<file path="src/fwsfc_pkg.sv">
// Constants and carrier types for the flash write / security fuse block.
// Assumes the core presents one byte access per cycle on its SFR and XDATA buses.
package fwsfc_pkg;

   // ----------------------------------------
   // Address map
   // ----------------------------------------
   localparam logic [7:0] SFR_BASE = 8'h80;
   localparam logic [7:0] FLASH_CONTROL_ADDR = 8'hb2;
   localparam logic [15:0] XSFR_BASE = 16'hfc00;
   localparam logic [15:0] FUSE_BURN_PULSE_ADDR = 16'hffd1;
   localparam logic [15:0] FUSE_SETUP_KEY_ADDR = 16'hffd2;
   localparam logic [15:0] SECURITY_STATE_ADDR = 16'hffd7;

   // ----------------------------------------
   // Fields and keys
   // ----------------------------------------
   localparam int PWE_BIT = 0;
   localparam int MEEN_BIT = 1;
   localparam int SECURE_BIT = 6;
   localparam int FPE_BIT = 7;
   localparam int STRAP_BIT = 5;
   localparam int CP_FUSE_BIT = 0;
   localparam int DL_FUSE_BIT = 1;
   localparam logic [7:0] BURN_KEY = 8'ha6;
   localparam logic [7:0] SETUP_KEY = 8'h54;
   localparam logic [7:0] REG_RESET = 8'h00;

   // Byte access from the core
   typedef struct packed {
      logic wr;
      logic rd;
      logic [15:0] addr;
      logic [7:0] wdata;
   } fwsfc_acc_s;

   // Request to the flash array
   typedef struct packed {
      logic wr;
      logic [15:0] addr;
      logic [7:0] data;
   } fwsfc_flash_s;

   typedef enum logic [1:0] {
      FWSFC_IDLE = 2'b00,
      FWSFC_SETUP = 2'b01,
      FWSFC_BURN = 2'b10
   } fwsfc_burn_e;

endpackage

</file>
<file path="src/fwsfc_sync.sv">
// Two-flop synchroniser for one level input.
// Assumes the input is asynchronous to sys_clk.
module fwsfc_sync (
   // Clock and reset
   input wire logic sys_clk,
   input wire logic rst_b,
   // Level
   input wire logic d,
   output logic q
);
   logic meta_r;

   always_ff @(posedge sys_clk or negedge rst_b) begin
      if (!rst_b) begin
         meta_r <= 1'b0;
         q <= 1'b0;
      end else begin
         meta_r <= d;
         q <= meta_r;
      end
   end
endmodule

</file>
<file path="src/fwsfc_ctrl.sv">
// Flash write steering, code protection and security fuse sequencing.
// Assumes the core drives one byte access per cycle and the fuse cells report their blown state.

// Operation
// - PWE set steers pointer stores below 0xFC00 to flash
// - PWE self-clears after each flash byte
// - PWE writes ignored while interrupts enabled
// - Mass erase arm covers one erase start
// - Protect bit resets clear, set only
// - Protect blocks external flash/RAM read-out
// - Key A6 burns fuse, others stop
// - Security bit7 enables fuse programming
// - Security bit5 reads strap pin level
// - Decode SFR and top XDATA ranges
// - Unmapped writes leave state unchanged
// - Protect active only if fuse blown
// - Lockout fuse disables debug permanently
module fwsfc_ctrl (
   // Clock and reset
   input wire logic sys_clk,
   input wire logic rst_b,
   // Core special-function bus (direct space)
   input wire logic sfr_wr,
   input wire logic sfr_rd,
   input wire logic [7:0] sfr_addr,
   input wire logic [7:0] sfr_wdata,
   output logic [7:0] sfr_rdata,
   output logic sfr_hit,
   // Core external data bus
   input wire fwsfc_pkg::fwsfc_acc_s xacc,
   output logic [7:0] xsfr_rdata,
   output logic xsfr_hit,
   output logic xram_sel,
   // Core state
   input wire logic int_enabled,
   // Flash array and erase
   output fwsfc_pkg::fwsfc_flash_s flash_req,
   input wire logic flash_byte_done,
   output logic mass_erase_arm,
   input wire logic mass_erase_start,
   // Fuse cells
   input wire logic code_protect_fuse,
   input wire logic debug_lockout_fuse,
   output logic fuse_burn,
   output logic [1:0] fuse_sel,
   // Pins and debug gating
   input wire logic strap_pin,
   output logic readout_block,
   output logic in_circuit_debug_en
);

   // ----------------------------------------
   // Decode
   // ----------------------------------------
   logic pwe_r, meen_r, secure_r, fpe_r;
   logic [1:0] fsel_r;
   logic [7:0] flash_data_r;
   logic [15:0] flash_addr_r;
   logic flash_wr_r;
   logic strap_pin_level;
   fwsfc_pkg::fwsfc_burn_e burn_st_r, burn_st_nxt;

   wire fc_wr = sfr_wr && (sfr_addr == fwsfc_pkg::FLASH_CONTROL_ADDR);
   wire x_top = (xacc.addr >= fwsfc_pkg::XSFR_BASE);
   wire pulse_wr = xacc.wr && (xacc.addr == fwsfc_pkg::FUSE_BURN_PULSE_ADDR);
   wire key_wr = xacc.wr && (xacc.addr == fwsfc_pkg::FUSE_SETUP_KEY_ADDR);
   wire sec_wr = xacc.wr && (xacc.addr == fwsfc_pkg::SECURITY_STATE_ADDR);
   wire sec_rd_hit = (xacc.addr == fwsfc_pkg::SECURITY_STATE_ADDR);
   wire flash_store = xacc.wr && pwe_r && !x_top;
   wire pwe_wr_ok = fc_wr && !int_enabled;
   // Key decodes used by the checks only; read-select decodes shared by the read path and the checks
   wire setup_key_ok = key_wr && (xacc.wdata == fwsfc_pkg::SETUP_KEY);
   wire burn_key_ok = pulse_wr && (xacc.wdata == fwsfc_pkg::BURN_KEY);
   wire burn_allowed = fpe_r && (fsel_r != 2'b00);
   wire fc_rd_sel = sfr_rd && (sfr_addr == fwsfc_pkg::FLASH_CONTROL_ADDR);
   wire sec_rd_sel = xacc.rd && sec_rd_hit;

   fwsfc_sync u_strap_sync (
      .sys_clk(sys_clk),
      .rst_b(rst_b),
      .d(strap_pin),
      .q(strap_pin_level)
   );

   // ----------------------------------------
   // Flash control register
   // ----------------------------------------
   // Completion wins over a new enable, so each byte needs a fresh write
   always_ff @(posedge sys_clk or negedge rst_b) begin
      if (!rst_b) begin
         pwe_r <= 1'b0;
      end else if (flash_byte_done) begin
         pwe_r <= 1'b0;
      end else if (pwe_wr_ok) begin
         pwe_r <= sfr_wdata[fwsfc_pkg::PWE_BIT];
      end
   end

   // A register write wins over the erase start, so a fresh arming is never lost
   always_ff @(posedge sys_clk or negedge rst_b) begin
      if (!rst_b) begin
         meen_r <= 1'b0;
      end else if (fc_wr) begin
         meen_r <= sfr_wdata[fwsfc_pkg::MEEN_BIT];
      end else if (mass_erase_start) begin
         meen_r <= 1'b0;
      end
   end

   // Set only: zero writes are dropped, so only chip reset clears it
   always_ff @(posedge sys_clk or negedge rst_b) begin
      if (!rst_b) begin
         secure_r <= 1'b0;
      end else if (fc_wr && sfr_wdata[fwsfc_pkg::SECURE_BIT]) begin
         secure_r <= 1'b1;
      end
   end

   // ----------------------------------------
   // Flash store capture
   // ----------------------------------------
   always_ff @(posedge sys_clk or negedge rst_b) begin
      if (!rst_b) begin
         flash_wr_r <= 1'b0;
         flash_addr_r <= 16'h0000;
         flash_data_r <= 8'h00;
      end else begin
         flash_wr_r <= flash_store;
         if (flash_store) begin
            flash_addr_r <= xacc.addr;
            flash_data_r <= xacc.wdata;
         end
      end
   end

   // ----------------------------------------
   // Fuse sequencer
   // ----------------------------------------
   always_comb begin
      burn_st_nxt = burn_st_r;
      unique case (burn_st_r)
         fwsfc_pkg::FWSFC_IDLE:
            if (key_wr && xacc.wdata == fwsfc_pkg::SETUP_KEY)
               burn_st_nxt = fwsfc_pkg::FWSFC_SETUP;
         fwsfc_pkg::FWSFC_SETUP:
            if (key_wr && xacc.wdata != fwsfc_pkg::SETUP_KEY)
               burn_st_nxt = fwsfc_pkg::FWSFC_IDLE;
            else if (pulse_wr && xacc.wdata == fwsfc_pkg::BURN_KEY && fpe_r && fsel_r != 2'b00)
               burn_st_nxt = fwsfc_pkg::FWSFC_BURN;
         fwsfc_pkg::FWSFC_BURN:
            if (pulse_wr && xacc.wdata != fwsfc_pkg::BURN_KEY)
               burn_st_nxt = fwsfc_pkg::FWSFC_SETUP;
            else if (key_wr && xacc.wdata != fwsfc_pkg::SETUP_KEY)
               burn_st_nxt = fwsfc_pkg::FWSFC_IDLE;
            else if (!fpe_r)
               burn_st_nxt = fwsfc_pkg::FWSFC_SETUP;
         default:
            burn_st_nxt = fwsfc_pkg::FWSFC_IDLE;
      endcase
   end

   // Fuse select comes from low bits of the security byte (0x81 / 0x82)
   always_ff @(posedge sys_clk or negedge rst_b) begin
      if (!rst_b) begin
         burn_st_r <= fwsfc_pkg::FWSFC_IDLE;
         fpe_r <= 1'b0;
         fsel_r <= 2'b00;
      end else begin
         burn_st_r <= burn_st_nxt;
         if (sec_wr) begin
            fpe_r <= xacc.wdata[fwsfc_pkg::FPE_BIT];
            fsel_r <= xacc.wdata[fwsfc_pkg::DL_FUSE_BIT:fwsfc_pkg::CP_FUSE_BIT];
         end
      end
   end

   assign fuse_burn = (burn_st_r == fwsfc_pkg::FWSFC_BURN);
   assign fuse_sel = fsel_r;

   // ----------------------------------------
   // Read paths and outputs
   // ----------------------------------------
   wire [7:0] fc_rd = {1'b0, secure_r, 4'h0, meen_r, pwe_r};
   wire [7:0] sec_rd = {2'b00, strap_pin_level, 3'b000, debug_lockout_fuse, code_protect_fuse};

   always_ff @(posedge sys_clk or negedge rst_b) begin
      if (!rst_b) begin
         sfr_rdata <= fwsfc_pkg::REG_RESET;
         xsfr_rdata <= fwsfc_pkg::REG_RESET;
      end else begin
         // Unmapped reads return zero
         sfr_rdata <= fc_rd_sel ? fc_rd : fwsfc_pkg::REG_RESET;
         xsfr_rdata <= sec_rd_sel ? sec_rd : fwsfc_pkg::REG_RESET;
      end
   end

   assign sfr_hit = (sfr_addr == fwsfc_pkg::FLASH_CONTROL_ADDR) && (sfr_wr || sfr_rd);
   assign xsfr_hit = (xacc.wr || xacc.rd) && (pulse_wr || key_wr || sec_rd_hit);
   assign xram_sel = (xacc.wr || xacc.rd) && !x_top && !flash_store;
   assign flash_req = '{wr: flash_wr_r, addr: flash_addr_r, data: flash_data_r};
   assign mass_erase_arm = meen_r;
   assign readout_block = secure_r && code_protect_fuse;
   assign in_circuit_debug_en = !debug_lockout_fuse;
endmodule

</file>
<file path="config.mk">
export PLATFORM = sky130hd
export DESIGN_NAME = fwsfc_ctrl
export DESIGN_NICKNAME = d
export VERILOG_FILES = /design/src/fwsfc_pkg.sv /design/src/fwsfc_sync.sv /design/src/fwsfc_ctrl.sv
export SDC_FILE = /design/constraint.sdc
export NUM_CORES = 1
export LEC_CHECK = 0
export BUFFER_PORTS_ARGS = -buffer_cell sky130_fd_sc_hd__buf_4
export CAP_MARGIN = 15
export CORE_ASPECT_RATIO = 0.5
export CORE_MARGIN = 5
export CORE_UTILIZATION = 30
export CTS_BUF_LIST = sky130_fd_sc_hd__clkbuf_8
export DETAILED_ROUTE_END_ITERATION = 12
export GPL_ROUTABILITY_DRIVEN = 0
export PLACE_DENSITY = 0.58
export SLEW_MARGIN = 20
export SYNTH_ARGS = -nofsm -noshare
export SYNTH_HDL_FRONTEND = slang
export SYNTH_SLANG_ARGS = --single-unit
</file>
<file path="constraint.sdc">
create_clock -name sys_clk -period 2.9 [get_ports sys_clk]
set_input_delay 0.29 -clock sys_clk [delete_from_list [all_inputs] [get_ports sys_clk]]
set_output_delay 0.29 -clock sys_clk [all_outputs]
set_load 0.02 [all_outputs]
</file>
## Word-level counts from Yosys, hierarchy flattened

Cells that the tools add are included.

| cells by class | value |
|---|---|
| add/subtract/negate cells | 0 |
| $mul | 0 |
| divide/modulo/power cells | 0 |
| magnitude comparators | 1 |
| equality and inequality tests | 13 |
| shift operators | 0 |
| muxes and demuxes | 13 |
| bitwise operators | 0 |
| reduce and logical (&&, ||, !) cells | 34 |

Operators with widths:

| cell | count |
|---|---|
| 16-bit == test (second input constant) | 3 |
| 1-bit logical AND | 21 |
| 8-bit == test (second input constant) | 2 |
| 16-bit >= comparator (second input constant) | 1 |
| 2-bit two-way mux | 6 |
| 8-bit by 7-bit == test with 1-bit output (second input constant) | 1 |
| 8-bit by 7-bit != test with 1-bit output (second input constant) | 1 |
| 8-bit != test (second input constant) | 1 |
| 7-bit two-way mux | 1 |
| 6-bit two-way mux | 1 |
| 2-bit one-hot mux with 3 select lines | 1 |
| 2-bit nonzero test | 3 |
| 1-bit logical NOT | 4 |
| 1-bit logical OR | 4 |
| 1-bit two-way mux | 4 |
| 4-bit by 2-bit != test with 1-bit output (second input constant) | 1 |
| 3-bit != test (second input constant) | 1 |
| 3-bit AND reduction | 1 |
| 2-bit by 1-bit == test with 1-bit output (second input constant) | 1 |
| 2-bit == test (second input constant) | 1 |
| 2-bit logical NOT | 1 |
| 2-bit != test (second input constant) | 1 |

| word-level totals | value |
|---|---|
| register bits | 48 |
| bits in latches | 0 |
| bits in writable memories | 0 |
| ROM bits | 0 |
| bits of input ports | 52 |
| word-level logic and storage cells | 74 |
| memories | 0 |

## Longest topological paths before layout

| logic depth | value |
|---|---|
| word-level depth | 8 |
| mapped depth | 8 |

## Modules after synthesis

A second synthesis with hierarchy kept.

| second synthesis, totals | value |
|---|---|
| cell total of the unflattened synthesis | 194 |
| area, all modules | 1836.8 um^2 |

Modules (own cells, without submodules):

| module | times used | cells an instance | area an instance (um^2) | seq. area each (um^2) |
|---|---|---|---|---|
| fwsfc_ctrl | 1 | 192 | 1786.7 | 975.9 |
| fwsfc_sync | 1 | 2 | 50.0 | 50.0 |

## Worst setup path after synthesis

Ideal clock, no wire load.

| timing | value |
|---|---|
| kind | input -> output |
| start point | in xacc[11] in the netlist's numbering |
| end point | out xsfr_hit |
| data arrival time | 1.333 ns |
| data required time | 2.610 ns |
| slack | 1.277 ns |
| stages on the path | 4 |
| path buffers | 0 |
| cell sequence | nand4b_1 -> nor4_2 -> o21ai_0 -> a21oi_1 |

| between the ends | value |
|---|---|
| cells in the longest elaborated chain, start to end | 5 |

RTL lines:

| element | line | source |
|---|---|---|
| start, declared | fwsfc_ctrl.sv:30 | `input wire fwsfc_pkg::fwsfc_acc_s xacc,` |
| 16-bit == test (on tied branches) | fwsfc_ctrl.sv:65, fwsfc_ctrl.sv:66 |  |
| 1-bit logical AND (on tied branches) | fwsfc_ctrl.sv:65, fwsfc_ctrl.sv:66 |  |
| 1-bit logical OR | fwsfc_ctrl.sv:198 | `assign xsfr_hit = (xacc.wr \|\| xacc.rd) && (pulse_wr \|\| key_wr \|\| sec_rd_hit);` |
| 1-bit logical OR * | fwsfc_ctrl.sv:198 |  |
| 1-bit logical AND * | fwsfc_ctrl.sv:198 |  |
| end, declared | fwsfc_ctrl.sv:32 | `output logic xsfr_hit,` |

Mark *: on every way between the ends. The rest lies on a longest branch, timed or not.

## Worst setup path after layout

| timing | value |
|---|---|
| start point | in xacc[18] in the netlist's numbering |
| end point | out xsfr_hit |

The elaborated chain is that of the path after synthesis.

==> run_results.csv <==
group,metric,value,unit
sta,fin_crit_sh,0.6592,
yosys,netlist-cell-type-count,38,
sta,min_period,1.912,ns
yosys,synthArstFlopShare,1.000,
drt,drc_errors,0,
clock_network,cts_made_buffers,5,
sta,finalSetupViolations,0,
drt,routed_wl,5111,um
setup_path,cpMostUsedCell,"buf_4",
clock_network,cts_tree,"yes",
sta,slew_viol_final,0,
setup_path,worstPathRequired,2.61,ns
die,die_y,66.10,um
power_and_ir_drop,p_per_area,433.7,nW/um^2
finish,finalInstanceArea,2705,sq um
drt,firstDrtPassIters,4,
sta,fin_tns_setup,0,ns
placement,detailed_place_hpwl,4056,um
hold_path,hp-class,"in2reg",
setup_path,max_stage_delay,0.52,ns
die,ios,102,
global_route,gr-total-overflow,0,
yosys,synthFlopType,"dfrtp_1",
setup_path,crit_path_top_delay_cell,"nor4_2",
yosys,syn_area_per_cell,9.393,sq um
yosys,synth-seq-area-share,0.5434,
yosys,synthDominantCellAreaShare,0.5434,
die,fp-row-count,20,
setup_path,cpLargestDelayFamily,"simple AND/OR/NAND/NOR gates",
drt,ant_nets,0,
finish,antenna_cells,0,
global_route,grt_max_degree,42,
drt,vias_per_cell,4.360,
setup_path,crit_type,"in2out",
global_route,grt_pass1_vias,1743,
clock_network,clkSinkCount,41,
yosys,yosys.area.top_type,"dfrtp_1",
clock_network,clk_pin_slew,0.08,ns
yosys,synthesis.area,1888,sq um
clock_network,cts-root-buf,"clkbuf_8",
clock_network,htree_levels,2,
sta,relSlewSlack,0.6520,
finish,final_nets,341,
yosys,netlist_top_cells_area,"dfrtp_1 (54%), nand2_1 (15%), buf_4 (4.4%)",
setup_path,path_cells,"buf_4, nand4_1, nor4_2, nand2_1, a21oi_1, buf_4",
power_and_ir_drop,peakVddDrop,0.1896,mV
placement,placed_area,2579,sq um
drt,num_vias,1648,
power_and_ir_drop,power_leakage,0.001489,uW
die,initial_utilization,0.3105,
clock_network,post_cts_buffers,0,
yosys,synth-seq-cells,41,
global_route,grt_usage,0.1324,
setup_path,start_kind,"input pin",
sta,tightest_slew,0.5220,ns
setup_path,cp_num_buf_inv,2,
finish,fillers,615,
global_route,grt_pass1_wl,8300,um
clock_network,cts_buffer_depth,2,
placement,io_buffer_count,86,
finish,final_cells,378,
die,die_area,8076,sq um
sta,rsz0062_at_grt,"false",
setup_path,critPathMaxFanout,3,
flow_run,maxCapViolCount,0,
finish,synthToLayoutAreaGrowth,43.27,%
yosys,synthCells,201,
placement,dpl.cell_count,369,
drt,wl_per_cell,13.52,um
finish,drive_above_1_share,0.3517,
global_route,antenna_found_initial,0,
sta,skew,0.008229,ns
setup_path,crit_arrival,1.62,ns
sta,max_clock_freq,523.1,MHz
die,coreArea,6081,sq um
sta,final_hold_viol_count,0,
status,status,"complete, no violations",
drt,drt_iter0_drc,64,
setup_path,crit_path_end_kind,"primary output",
yosys,yosysWarnings,0,
die,fp.dieW,122.2,um
yosys,synth_edf_count,0,
clock_network,worst_skew_pair.late_latency,0.29,ns
==> Yosys cell counts (3+ instances only) <==
cell type and instances:
and3_1 3, dfrtp_1 41, nand2b_1 3, nand4_1 3, nand4b_1 6, nand2_1 76
buf_2 4, mux2_1 3, inv_1 6, buf_4 11, nor2_1 8
==> report_power, final <==
group / leakage [uW] / switching [uW] / total, uW / internal [uW]
clock network: 0.0000626 / 201 / 478 / 277
logic: 0.000864 / 59.5 / 116 / 56.7
registers: 0.000562 / 2.45 / 579 / 576
total: 0.00149 / 263 / 1170 / 910
==> stage by stage <==
step,hold slack (ns),total power (uW),setup slack [ns],utilization
after global placement,0.3041,704.2,1.042,0.4241
final,0.09973,1173,0.9882,0.4449
after CTS,0.09308,1188,0.9887,0.4449
after floorplan,-0.005591,635.5,1.277,-
after detailed placement,0.3130,706.9,1.003,0.4241
after global routing,0.08287,1228,0.9082,0.4449
==> registers in the layout (all words and copies together), names as in the netlist <==
register,cells
u_strap_sync.meta_r,1
flash_wr_r,1
pwe_r,1
burn_st_r,2
fuse_sel,2
secure_r,1
flash_addr_r,16
sfr_rdata,3
fpe_r,1
u_strap_sync.q,1
flash_data_r,8
mass_erase_arm,1
xsfr_rdata,3
==> cells in the final DEF, fill, tap and decap left out, types with 3 or more instances in the layout <==
cell type,instances
buf_4,87
nand2_1,76
dfrtp_1,41
conb_1,10
nor2_1,8
inv_1,7
nand4b_1,6
clkbuf_8,6
nand4_1,3
nand2b_1,3
and3_1,3
mux2_1,3
==> metal layers <==
metal  track usage  up-vias  share of wire
li1              -      812              -
met1        0.1576      791           0.42
met5             0        -              0
met3       0.02906        5          0.050
met2        0.2424       40           0.52
met4       0.03766        0          0.010
==> cells by family (layout without fill, tap and decap cells) <==
| kind of cell | Yosys count | in the layout | share of synthesized area |
|---|---|---|---|
| flip-flops | 41 | 41 | 0.5434 |
| AND/OR/NAND/NOR | 118 | 118 | 0.3009 |
| buffers and inverters | 23 | 103 | 0.07024 |
| AO/OA/AOI/OAI | 13 | 13 | 0.05500 |
| multiplexers | 5 | 5 | 0.02849 |
| other | 1 | 10 | 0.001986 |
==> cell type report <==
class	count	area, sq um	share of cell area
timing repair buffer	88	663.1	0.2451
multi-input combinational	146	763.2	0.2821
sequential	41	1026	0.3793
tap	88	110.1	0.04070
clock inverter	2	33.78	0.01249
inverter	7	26.28	0.009713
clock buffer	6	82.58	0.03053
==> repair_timing <==
action	4_1_cts	5_1_grt
hold buffers	1	0
hold endpoints to repair	31	0
gates resized for setup	0	0
==> final timing paths <==
check | startpoint | end | slack [ns] | cells after the start
setup / recovery | xacc[18] | xsfr_hit | 0.99 | 6
hold / removal | strap_pin | u_strap_sync.meta_r | 0.1 | 1
setup reg to reg | pwe_r | flash_addr_r[10] | 1.56 | 4
hold reg to reg | u_strap_sync.meta_r | u_strap_sync.q | 0.36 | 0
max in group asynchronous | rst_b | flash_addr_r[12] | 2.03 | 2
min in group asynchronous | rst_b | flash_addr_r[3] | 0.51 | 2
Note: power is estimated with default switching activity, not from simulation.
